`config.mk`:
```
export PLATFORM = sky130hd
export DESIGN_NAME = ppecb_edge_bank
export DESIGN_NICKNAME = d
export VERILOG_FILES = /design/src/shared/ppecb_pkg.sv /design/src/core/ppecb_edge_bank.sv /design/src/core/ppecb_tick_gen.sv /design/src/core/ppecb_phase_gen.sv
export VERILOG_INCLUDE_DIRS = /design/src /design/src/shared
export SDC_FILE = /design/constraint.sdc
export NUM_CORES = 1
export LEC_CHECK = 0
export ABC_AREA = 1
export BUFFER_PORTS_ARGS = -buffer_cell sky130_fd_sc_hd__buf_2
export CORE_MARGIN = 2
export CORE_UTILIZATION = 35
export CTS_CLUSTER_DIAMETER = 150
export DETAILED_ROUTE_END_ITERATION = 8
export MAX_ROUTING_LAYER = met4
export SYNTH_ARGS = -nofsm -noshare
export SYNTH_HDL_FRONTEND = slang
export SYNTH_HIERARCHICAL = 1
export SYNTH_SLANG_ARGS = --single-unit
```
`constraint.sdc`:
```
create_clock -name ref_clk -period 2.8 [get_ports ref_clk]
set_input_delay 0.14 -clock ref_clk [delete_from_list [all_inputs] [get_ports ref_clk]]
set_output_delay 0.14 -clock ref_clk [all_outputs]
set_load 0.02 [all_outputs]
```
`src/shared/ppecb_consts.svh`:
```
// register offsets, field layout, reset values and timing counts of the edge bank
`ifndef PPECB_CONSTS_SVH
`define PPECB_CONSTS_SVH

`define PPECB_ADDR_W 8
`define PPECB_REG_W 24
`define PPECB_CNT_W 16

`define PPECB_OFF_CONTROL 8'h00
`define PPECB_OFF_LED1_SAMPLE_START 8'h07
`define PPECB_OFF_LED1_SAMPLE_END 8'h08
`define PPECB_OFF_LED1_ON_START 8'h09
`define PPECB_OFF_LED1_ON_END 8'h0A
`define PPECB_OFF_AMBIENT1_SAMPLE_START 8'h0B
`define PPECB_OFF_AMBIENT1_SAMPLE_END 8'h0C
`define PPECB_OFF_LED2_CONVERT_START 8'h0D
`define PPECB_OFF_LED2_CONVERT_END 8'h0E
`define PPECB_OFF_AMBIENT2_CONVERT_START 8'h0F
`define PPECB_OFF_AMBIENT2_CONVERT_END 8'h10
`define PPECB_OFF_PERIOD_COUNT 8'h1D

`define PPECB_CTRL_READ_BIT 0
`define PPECB_CTRL_TIMER_HOLD_BIT 1

`define PPECB_EDGE_RESET 16'h0000
`define PPECB_PERIOD_RESET 16'h0000

`define PPECB_TICK_HZ 4000000
`define PPECB_CLK_HZ 10000000
`define PPECB_PHASES 5

`endif

```
`src/shared/ppecb_pkg.sv`:
```
// types shared by the edge bank files
package ppecb_pkg;

  typedef struct packed {
    logic led1_sample;
    logic led1_on;
    logic ambient1_sample;
    logic led2_convert;
    logic ambient2_convert;
  } ppecb_phase_s;

  typedef struct packed {
    logic wr_en;
    logic rd_en;
    logic [7:0] addr;
    logic [23:0] wdata;
  } ppecb_reg_req_s;

  typedef enum logic [0:0] {
    PPECB_HELD,
    PPECB_RUN
  } ppecb_timer_e;

endpackage : ppecb_pkg

```
`src/core/ppecb_edge_bank.sv`:
```
// edge compare register bank and period timer of the pulse sequencer
// What this block does
// [RL1] start LED1 sampling at its start count
// [RL2] end LED1 sampling at count in 08h
// [RL3] LED1 drive on at count in 09h
// [RL4] LED1 drive off at count in 0Ah
// [RL5] start ambient LED1 sampling at 0Bh count
// [RL6] end ambient LED1 sampling at 0Ch count
// [RL7] LED2 conversion on at 0Dh count
// [RL8] LED2 conversion off at 0Eh count
// [RL9] ambient LED2 conversion on at 0Fh
// [RL10] ambient LED2 conversion off at 10h
// [RL11] counts are 4 MHz cycles from period start
// [RL12] host writes zero to bits 23:16
// [RL13] edge registers reset to zero
// [RL14] timer held while hold bit is one
// [RL15] readback only with read enable set
// [RL16] LED1 sample counts are 16 bits wide
`timescale 1ns/1ps
`include "ppecb_consts.svh"

module ppecb_edge_bank (
  input wire logic ref_clk,
  input wire logic sys_rst,
  input wire ppecb_pkg::ppecb_reg_req_s req,
  output logic [23:0] rdata,
  output logic rvalid,
  output ppecb_pkg::ppecb_phase_s phases,
  output logic [15:0] timer_count,
  output logic timer_running
);

  localparam int NREG = 10;

  // =====================================
  // register storage
  logic [15:0] edge_q [NREG];
  logic [15:0] period_q;
  logic read_en_q;
  logic timer_hold_q;
  logic [15:0] count_q;
  logic tick;
  ppecb_pkg::ppecb_timer_e state_q;
  logic [3:0] widx;
  logic widx_hit;

  // =====================================
  // offset decode to edge index
  always_comb begin
    widx = 4'h0;
    widx_hit = 1'b1;
    case (req.addr)
      `PPECB_OFF_LED1_SAMPLE_START: widx = 4'h0;
      `PPECB_OFF_LED1_SAMPLE_END: widx = 4'h1;
      `PPECB_OFF_LED1_ON_START: widx = 4'h2;
      `PPECB_OFF_LED1_ON_END: widx = 4'h3;
      `PPECB_OFF_AMBIENT1_SAMPLE_START: widx = 4'h4;
      `PPECB_OFF_AMBIENT1_SAMPLE_END: widx = 4'h5;
      `PPECB_OFF_LED2_CONVERT_START: widx = 4'h6;
      `PPECB_OFF_LED2_CONVERT_END: widx = 4'h7;
      `PPECB_OFF_AMBIENT2_CONVERT_START: widx = 4'h8;
      `PPECB_OFF_AMBIENT2_CONVERT_END: widx = 4'h9;
      default: widx_hit = 1'b0;
    endcase
  end

  // =====================================
  // edge registers, low 16 bits kept
  always_ff @(posedge ref_clk) begin
    if (sys_rst) begin
      for (int i = 0; i < NREG; i++) begin
        edge_q[i] <= `PPECB_EDGE_RESET; // see [RL13]
      end
    end else if (req.wr_en && widx_hit) begin
      edge_q[widx] <= req.wdata[15:0]; // see [RL12] see [RL16]
    end
  end

  // =====================================
  // control and period registers
  always_ff @(posedge ref_clk) begin
    if (sys_rst) begin
      read_en_q <= 1'b0;
      timer_hold_q <= 1'b0;
      period_q <= `PPECB_PERIOD_RESET;
    end else if (req.wr_en) begin
      if (req.addr == `PPECB_OFF_CONTROL) begin
        read_en_q <= req.wdata[`PPECB_CTRL_READ_BIT];
        timer_hold_q <= req.wdata[`PPECB_CTRL_TIMER_HOLD_BIT]; // see [RL14]
      end else if (req.addr == `PPECB_OFF_PERIOD_COUNT) begin
        period_q <= req.wdata[15:0];
      end
    end
  end

  // =====================================
  // readback, gated by read enable
  always_ff @(posedge ref_clk) begin
    if (sys_rst) begin
      rdata <= 24'h000000;
      rvalid <= 1'b0;
    end else begin
      rvalid <= req.rd_en && read_en_q; // see [RL15]
      if (req.rd_en && read_en_q) begin
        if (widx_hit) begin
          rdata <= {8'h00, edge_q[widx]};
        end else if (req.addr == `PPECB_OFF_PERIOD_COUNT) begin
          rdata <= {8'h00, period_q};
        end else begin
          rdata <= 24'h000000;
        end
      end
    end
  end

  // =====================================
  // period timer
  ppecb_tick_gen u_tick (
    .ref_clk(ref_clk),
    .sys_rst(sys_rst),
    .hold(timer_hold_q),
    .tick(tick)
  );

  always_ff @(posedge ref_clk) begin
    if (sys_rst) begin
      state_q <= ppecb_pkg::PPECB_HELD;
    end else begin
      case (state_q)
        ppecb_pkg::PPECB_HELD: if (!timer_hold_q) state_q <= ppecb_pkg::PPECB_RUN;
        ppecb_pkg::PPECB_RUN: if (timer_hold_q) state_q <= ppecb_pkg::PPECB_HELD;
        default: state_q <= ppecb_pkg::PPECB_HELD;
      endcase
    end
  end

  always_ff @(posedge ref_clk) begin
    if (sys_rst || timer_hold_q) begin
      count_q <= 16'h0000; // see [RL14]
    end else if (tick) begin
      if (count_q >= period_q) begin
        count_q <= 16'h0000; // see [RL11]
      end else begin
        count_q <= count_q + 16'h0001; // see [RL11]
      end
    end
  end

  assign timer_count = count_q;
  assign timer_running = (state_q == ppecb_pkg::PPECB_RUN);

  // =====================================
  // phase generators
  logic [4:0] ph;

  genvar g;
  generate
    for (g = 0; g < `PPECB_PHASES; g++) begin : gen_ph
      ppecb_phase_gen u_ph (
        .ref_clk(ref_clk),
        .sys_rst(sys_rst),
        .hold(timer_hold_q),
        .tick(tick),
        .count(count_q),
        .start_cnt(edge_q[2 * g]), // see [RL1] see [RL3] see [RL5] see [RL7] see [RL9]
        .end_cnt(edge_q[2 * g + 1]), // see [RL2] see [RL4] see [RL6] see [RL8] see [RL10]
        .phase(ph[g])
      );
    end
  endgenerate

  assign phases.led1_sample = ph[0];
  assign phases.led1_on = ph[1];
  assign phases.ambient1_sample = ph[2];
  assign phases.led2_convert = ph[3];
  assign phases.ambient2_convert = ph[4];

endmodule : ppecb_edge_bank

```
`src/core/ppecb_tick_gen.sv`:
```
// fractional divider making the 4 MHz tick enable from the 10 MHz clock
`timescale 1ns/1ps
`include "ppecb_consts.svh"

module ppecb_tick_gen (
  input wire logic ref_clk,
  input wire logic sys_rst,
  input wire logic hold,
  output logic tick
);

  localparam logic [23:0] STEP = 24'(`PPECB_TICK_HZ);
  localparam logic [23:0] LIMIT = 24'(`PPECB_CLK_HZ);

  logic [23:0] acc_q;
  logic [24:0] sum;

  assign sum = {1'b0, acc_q} + {1'b0, STEP};

  // =====================================
  // accumulator: 2 ticks per 5 clocks
  always_ff @(posedge ref_clk) begin
    if (sys_rst || hold) begin
      acc_q <= 24'h000000;
      tick <= 1'b0;
    end else if (sum >= {1'b0, LIMIT}) begin
      acc_q <= 24'(sum - {1'b0, LIMIT});
      tick <= 1'b1;
    end else begin
      acc_q <= sum[23:0];
      tick <= 1'b0;
    end
  end

endmodule : ppecb_tick_gen

```
`src/core/ppecb_phase_gen.sv`:
```
// one phase output set and cleared by start and end counts
`timescale 1ns/1ps
`include "ppecb_consts.svh"

module ppecb_phase_gen (
  input wire logic ref_clk,
  input wire logic sys_rst,
  input wire logic hold,
  input wire logic tick,
  input wire logic [15:0] count,
  input wire logic [15:0] start_cnt,
  input wire logic [15:0] end_cnt,
  output logic phase
);

  // =====================================
  // set on start match, end match wins
  always_ff @(posedge ref_clk) begin
    if (sys_rst || hold) begin
      phase <= 1'b0;
    end else if (tick) begin
      if (count == end_cnt) begin
        phase <= 1'b0;
      end else if (count == start_cnt) begin
        phase <= 1'b1;
      end
    end
  end

endmodule : ppecb_phase_gen

```
Word-level counts from Yosys, hierarchy flattened:

Memory sizes are Yosys's and may differ from the RTL's.
Cells that the tools add are included.

* add/subtract/negate cells: 3
* magnitude comparators: 2
* eq/ne operators: 21
* muxes and demuxes: 26
* bitwise logic cells: 1
* reduce and logical (&&, ||, !) cells: 18

Operator list (count)
* $eq A16 B16 Y1: 10
* $eq A8 B4 Y1 const B: 8
* $mux W16: 4
* $pmux W4 S9: 1
* $add A24 B22 Y25 const B: 1
* $ge A25 B24 Y1 const B: 1
* $mux W24: 1
* $sub A24 B24 Y24 const B: 1
* $mux W1: 19
* $add A16 B1 Y16 const B: 1
* $eq A8 B5 Y1 const B: 2
* $ge A16 B16 Y1: 1
* $reduce_or A16 Y1: 1
* $reduce_and A2 Y1: 6
* $reduce_bool A2 Y1: 5
* $reduce_or A10 Y1: 1
* $eq A8 B3 Y1 const B: 1
* $logic_not A8 Y1: 1
* $mux W4: 1
* $reduce_and A3 Y1: 1
* $logic_and A1 B1 Y1: 2
* $logic_or A1 B1 Y1: 1
* $not A1 Y1: 1

* flip-flop bits (word level): 90
* RAM bits: 160
* input bits: 36
* output and inout bits: 47
* logic and storage cells: 86
* memories: 1

Memory list
* edge_q: words 10, bits a word 16, rd ports 11, clocked after memory_dff 0, write ports 10, RTL line ppecb_edge_bank.sv:37 `logic [15:0] edge_q [NREG];`

Longest topological paths before layout:

* depth in word-level cells: 9
* gate-level depth with buffers: 16

Modules after synthesis:

The synthesis kept the hierarchy.

Modules (own cells, without submodules)
* ppecb_edge_bank: instances 1, cells each 1215, area an instance 10615.2 um^2, sequential area each 5845.6 um^2
* ppecb_phase_gen: instances 5, cells each 130, area an instance 594.3 um^2, sequential area each 20.0 um^2
* ppecb_tick_gen: instances 1, cells each 270, area an instance 1559.0 um^2, sequential area each 360.3 um^2

Worst setup path after synthesis:

No wires, ideal clock.

* path kind: input -> register
* from: input port req[29] (netlist name)
* to: memory edge_q[0][0] (enable)
* setup time: 372 ps
* data arrival time: 2142 ps
* slack: 286 ps
* stages on the path: 13
* buffers on the path: 2
* cells stage by stage: nor2_1 -> nand2_1 -> o21ai_4 -> inv_4 -> nand3_4 -> nand2_2 -> nor2_4 -> buf_6 -> inv_2 -> nor3_4 -> nand2_4 -> buf_6 -> nand2_1

RTL lines
* from (decl): RTL line ppecb_edge_bank.sv:25 `input wire ppecb_pkg::ppecb_reg_req_s req,`
* to (decl): RTL line ppecb_edge_bank.sv:37

Worst setup path after layout:

* from: register u_tick.acc_q[8]
* to: register u_tick.acc_q[9]

* cells in the longest elaborated chain, start to end: 3
* elaborated cells between the ends (all ways): 4
* those cells by class: 2 x add/sub; 1 x order compare; 1 x mux

RTL lines
* from (decl): RTL line ppecb_tick_gen.sv:15 `logic [23:0] acc_q;`
* from (signal assigned): RTL line ppecb_tick_gen.sv:27 `acc_q <= 24'(sum - {1'b0, LIMIT});`
* from (signal assigned): RTL line ppecb_tick_gen.sv:30 `acc_q <= sum[23:0];`
* $add A24 B22 Y25 (*): RTL line ppecb_tick_gen.sv:18 `assign sum = {1'b0, acc_q} + {1'b0, STEP};`
* $sub A24 B24 Y24 / $ge A25 B24 Y1 (equally long branches): RTL line ppecb_tick_gen.sv:27, ppecb_tick_gen.sv:26
* $mux W24 (*): RTL line ppecb_tick_gen.sv:26 `end else if (sum >= {1'b0, LIMIT}) begin`

Every way passes the cells marked *; elsewhere a longest branch is shown, timed or not.
A chain may end at the register's enable or synchronous reset.

==> impl_metrics.csv <==
group,metric,value,unit
finish,antennaDiodeCount,0,
sta,max_freq,411,MHz
clock_network,clockBufferDepth,3,
finish,drive_gt1_frac,0.117,
synthesis,post_synth_instance_area,15100,sq um
synthesis,synth_cell_type_count,41,
sta,setup_viol,0,
finish,syn2layout_area_growth,14.7,%
setup_path,cp.arrival,2.87,ns
synthesis,synth_top_area_share,0.317,
outcome,status,"complete, no violations",
power,power_density,555,nW/um^2
synthesis,synth.largest_area_cell,"edfxtp_1",
global_route,grt_pass1_wl,74.9,mm
synthesis,synth.avg_cell_area,7.09,sq um
finish,final_cells,2853,
clock_network,cts_tree,"done",
clock_network,postCtsSetupRepairBufs,0,
sta,final.setup.tns,0,ns
place,portBuffers,66,
drt,wl_per_cell,17.3,um
synthesis,ys_seq_area_frac,0.416,
drt,routed_wl,49.3,mm
finish,final_nets,2308,
drt,drc,0,
power,p_leak,7.79,nW
die,die_h,212,um
synthesis,yosys_warnings,6,
sta,worst_pin_slew,0.944,ns
power,irDropWorstVdd,0.405,mV
drt,dr.pass1.iters,5,
setup_path,critPathRequiredTime,3.24,ns
drt,via_per_inst,4.96,
sta,hold_violations,0,
clock_network,post_cts_resized,0,
setup_path,cp_common_cell,"nand2_1",
die,die_w,212,um
die,start_util,0.353,
clock_network,cts.reportedPaths.clkPinSlew,0.06,ns
global_route,gr-usage-all-layers,0.226,
die,rows,76,
clock_network,clk_latency,0.56,ns
drt,antenna_left,0,
synthesis,synth.area.top_cells,"edfxtp_1, nand2_1, dfxtp_1, inv_1, nand3_1",
clock_network,cts.sinks,235,
synthesis,synth_cells,2135,
finish,final_cell_mix,"nand2_1, inv_1, nor2_1",
setup_path,crit_path_start_kind,"flip-flop",
clock_network,numCtsBuffers,26,
setup_path,worstPathMaxFanout,34,
sta,rsz0062_at_grt,"no",
die,die_area,45000,sq um
clock_network,htreeDepth,1,
drt,vias,14161,
place,routabilityCongestion,0.910,
setup_path,path_cells,"ha_1 -> nand2_2 -> nand2_4 -> nand3_1 -> nand2_1 -> nand2_1 -> nand2_1 -> nand2_1 -> nor2_4 -> nand3_2 -> nand3_4 -> nand3_1 -> nand2_1 -> nor2_1",
setup_path,max_stage_delay,0.46,ns
setup_path,critPathCaptureType,"flip-flop",
place,dp_cells,2790,
sta,relSlewSlack,0.370,
global_route,grt_max_degree,69,
job,drv_cap,0,
drt,drt_iter0_drc,1478,
hold_path,min_path_type,"in -> reg",
die,core-area,42900,sq um
setup_path,crit_type,"reg -> reg",
finish,fill_cells,4416,
sta,fin_crit,2.43,ns
synthesis,synth-seq-cells,235,
die,io_pins,83,
global_route,overflow,0,
setup_path,slowest_stage,"dfxtp_1",
clock_network,hold_buffers,17,
sta,skew,0.0256,ns
sta,slew_violations,0,
global_route,grt_pass1_vias,13118,
sta,post-route-period-util,0.869,
clock_network,ctsRootBufferMaster,"clkbuf_16",
finish,layout_commonest_cell,"nand2_1",
place,hpwl,33.4,mm
global_route,grt_antenna_before_repair,0,
worst paths after layout:
kind	startpoint	end	slack, ns	cells past startpoint
worst min register to register	period_q[7]	period_q[7]	0.48	2
worst max register to register	u_tick/acc_q[8]	u_tick/acc_q[9]	0.37	14
worst min-delay path	sys_rst	gen_ph[4].u_ph/phase	0.07	4
worst max-delay path	u_tick/acc_q[8]	u_tick/acc_q[9]	0.37	14
cell families after synthesis:
group	Yosys count	share of synthesized area
AOI/OAI and AO/OA	172	0.0595
xor gates and xnor gates	65	0.0381
adders and majority gates	22	0.0182
buffers and inverters	456	0.119
DFF	235	0.416
other	1	0.000248
and+or+nand+nor	1184	0.348
routing by layer:
layer / up-vias / track usage / wire, um
met5: - / - / 0
met4: 0 / 0.0991 / 2230
met3: 91 / 0.0329 / 4450
met2: 594 / 0.325 / 20700
met1: 6598 / 0.315 / 22000
li1: 6878 / - / -
cell usage after synthesis:
library cell    n
o21bai_1        1
inv_1         362
buf_2           7
nor2_4          4
a21oi_1        74
nand4_1        11
nand3b_1       52
and3_1          1
nand2_2        10
conb_1          1
or2_0          10
dfxtp_1        75
buf_4           8
nand3_4         2
nor2_2         43
nor3_1         10
nand3_2        13
o21ai_1        17
clkbuf_1       44
nand3_1       201
o21ai_0        69
edfxtp_1      160
nor4_1          2
nand2_4         4
inv_2          13
xor2_1          7
buf_1           8
inv_4           1
xor2_2          1
nand2_1       557
clkinv_1        6
a21o_1          1
o211ai_1        7
buf_6           7
o21ai_4         1
a21oi_2         1
nor2_1        263
nor3_4          1
xnor2_1        57
ha_1           22
a21boi_0        1
sequential cells by signal (all words and copies together) (netlist names):
signal	cells
period_q	16
timer_running	1
read_en_q	1
gen_ph.u_ph/phase	5
edge_q	160
u_tick/acc_q	17
u_tick/tick	1
timer_count	16
rdata	16
rvalid	1
timer_hold_q	1
where the power goes:
| part | internal (W) | switching [W] | total [W] | leakage [nW] |
|---|---|---|---|---|
| logic | 0.000744 | 0.00149 | 0.00223 | 5.29 |
| clock network | 0.00179 | 0.00145 | 0.00324 | 0.373 |
| registers | 0.00395 | 0.000222 | 0.00417 | 2.13 |
| total | 0.00648 | 0.00316 | 0.00964 | 7.79 |
critical path, delay by kind of cell, from the launching register on:
kind / cells / cell delay [ns]
AND/OR/NAND/NOR: 13 / 1.59
adder cells (fa/ha/maj): 1 / 0.26
flip-flops: 1 / 0.46
per-stage QoR:
step / cell area (sq um) / hold slack (ns) / worst slack [ns] / utilization / power (W)
after floorplan: 15200 / 0.212 / 0.286 / - / 0.00598
after CTS: 17400 / 0.0536 / 0.369 / 0.405 / 0.00968
after global routing: 17400 / 0.0895 / 0.0607 / 0.405 / 0.0102
after detailed placement: 16400 / 0.402 / 0.323 / 0.383 / 0.00643
final: 17400 / 0.0731 / 0.368 / 0.405 / 0.00964
after global placement: 16400 / 0.403 / 0.372 / 0.383 / 0.00638
area by class of cell:
type | count | area [sq um] | area share
multi-input combinational | 1451 | 7070 | 0.407
timing repair buffer | 154 | 1060 | 0.0609
clock inverter | 15 | 103 | 0.00590
tap | 585 | 732 | 0.0421
clock buffer | 31 | 669 | 0.0385
inverter | 382 | 1440 | 0.0827
sequential | 235 | 6310 | 0.363
Power figures use the tool's default switching activity.
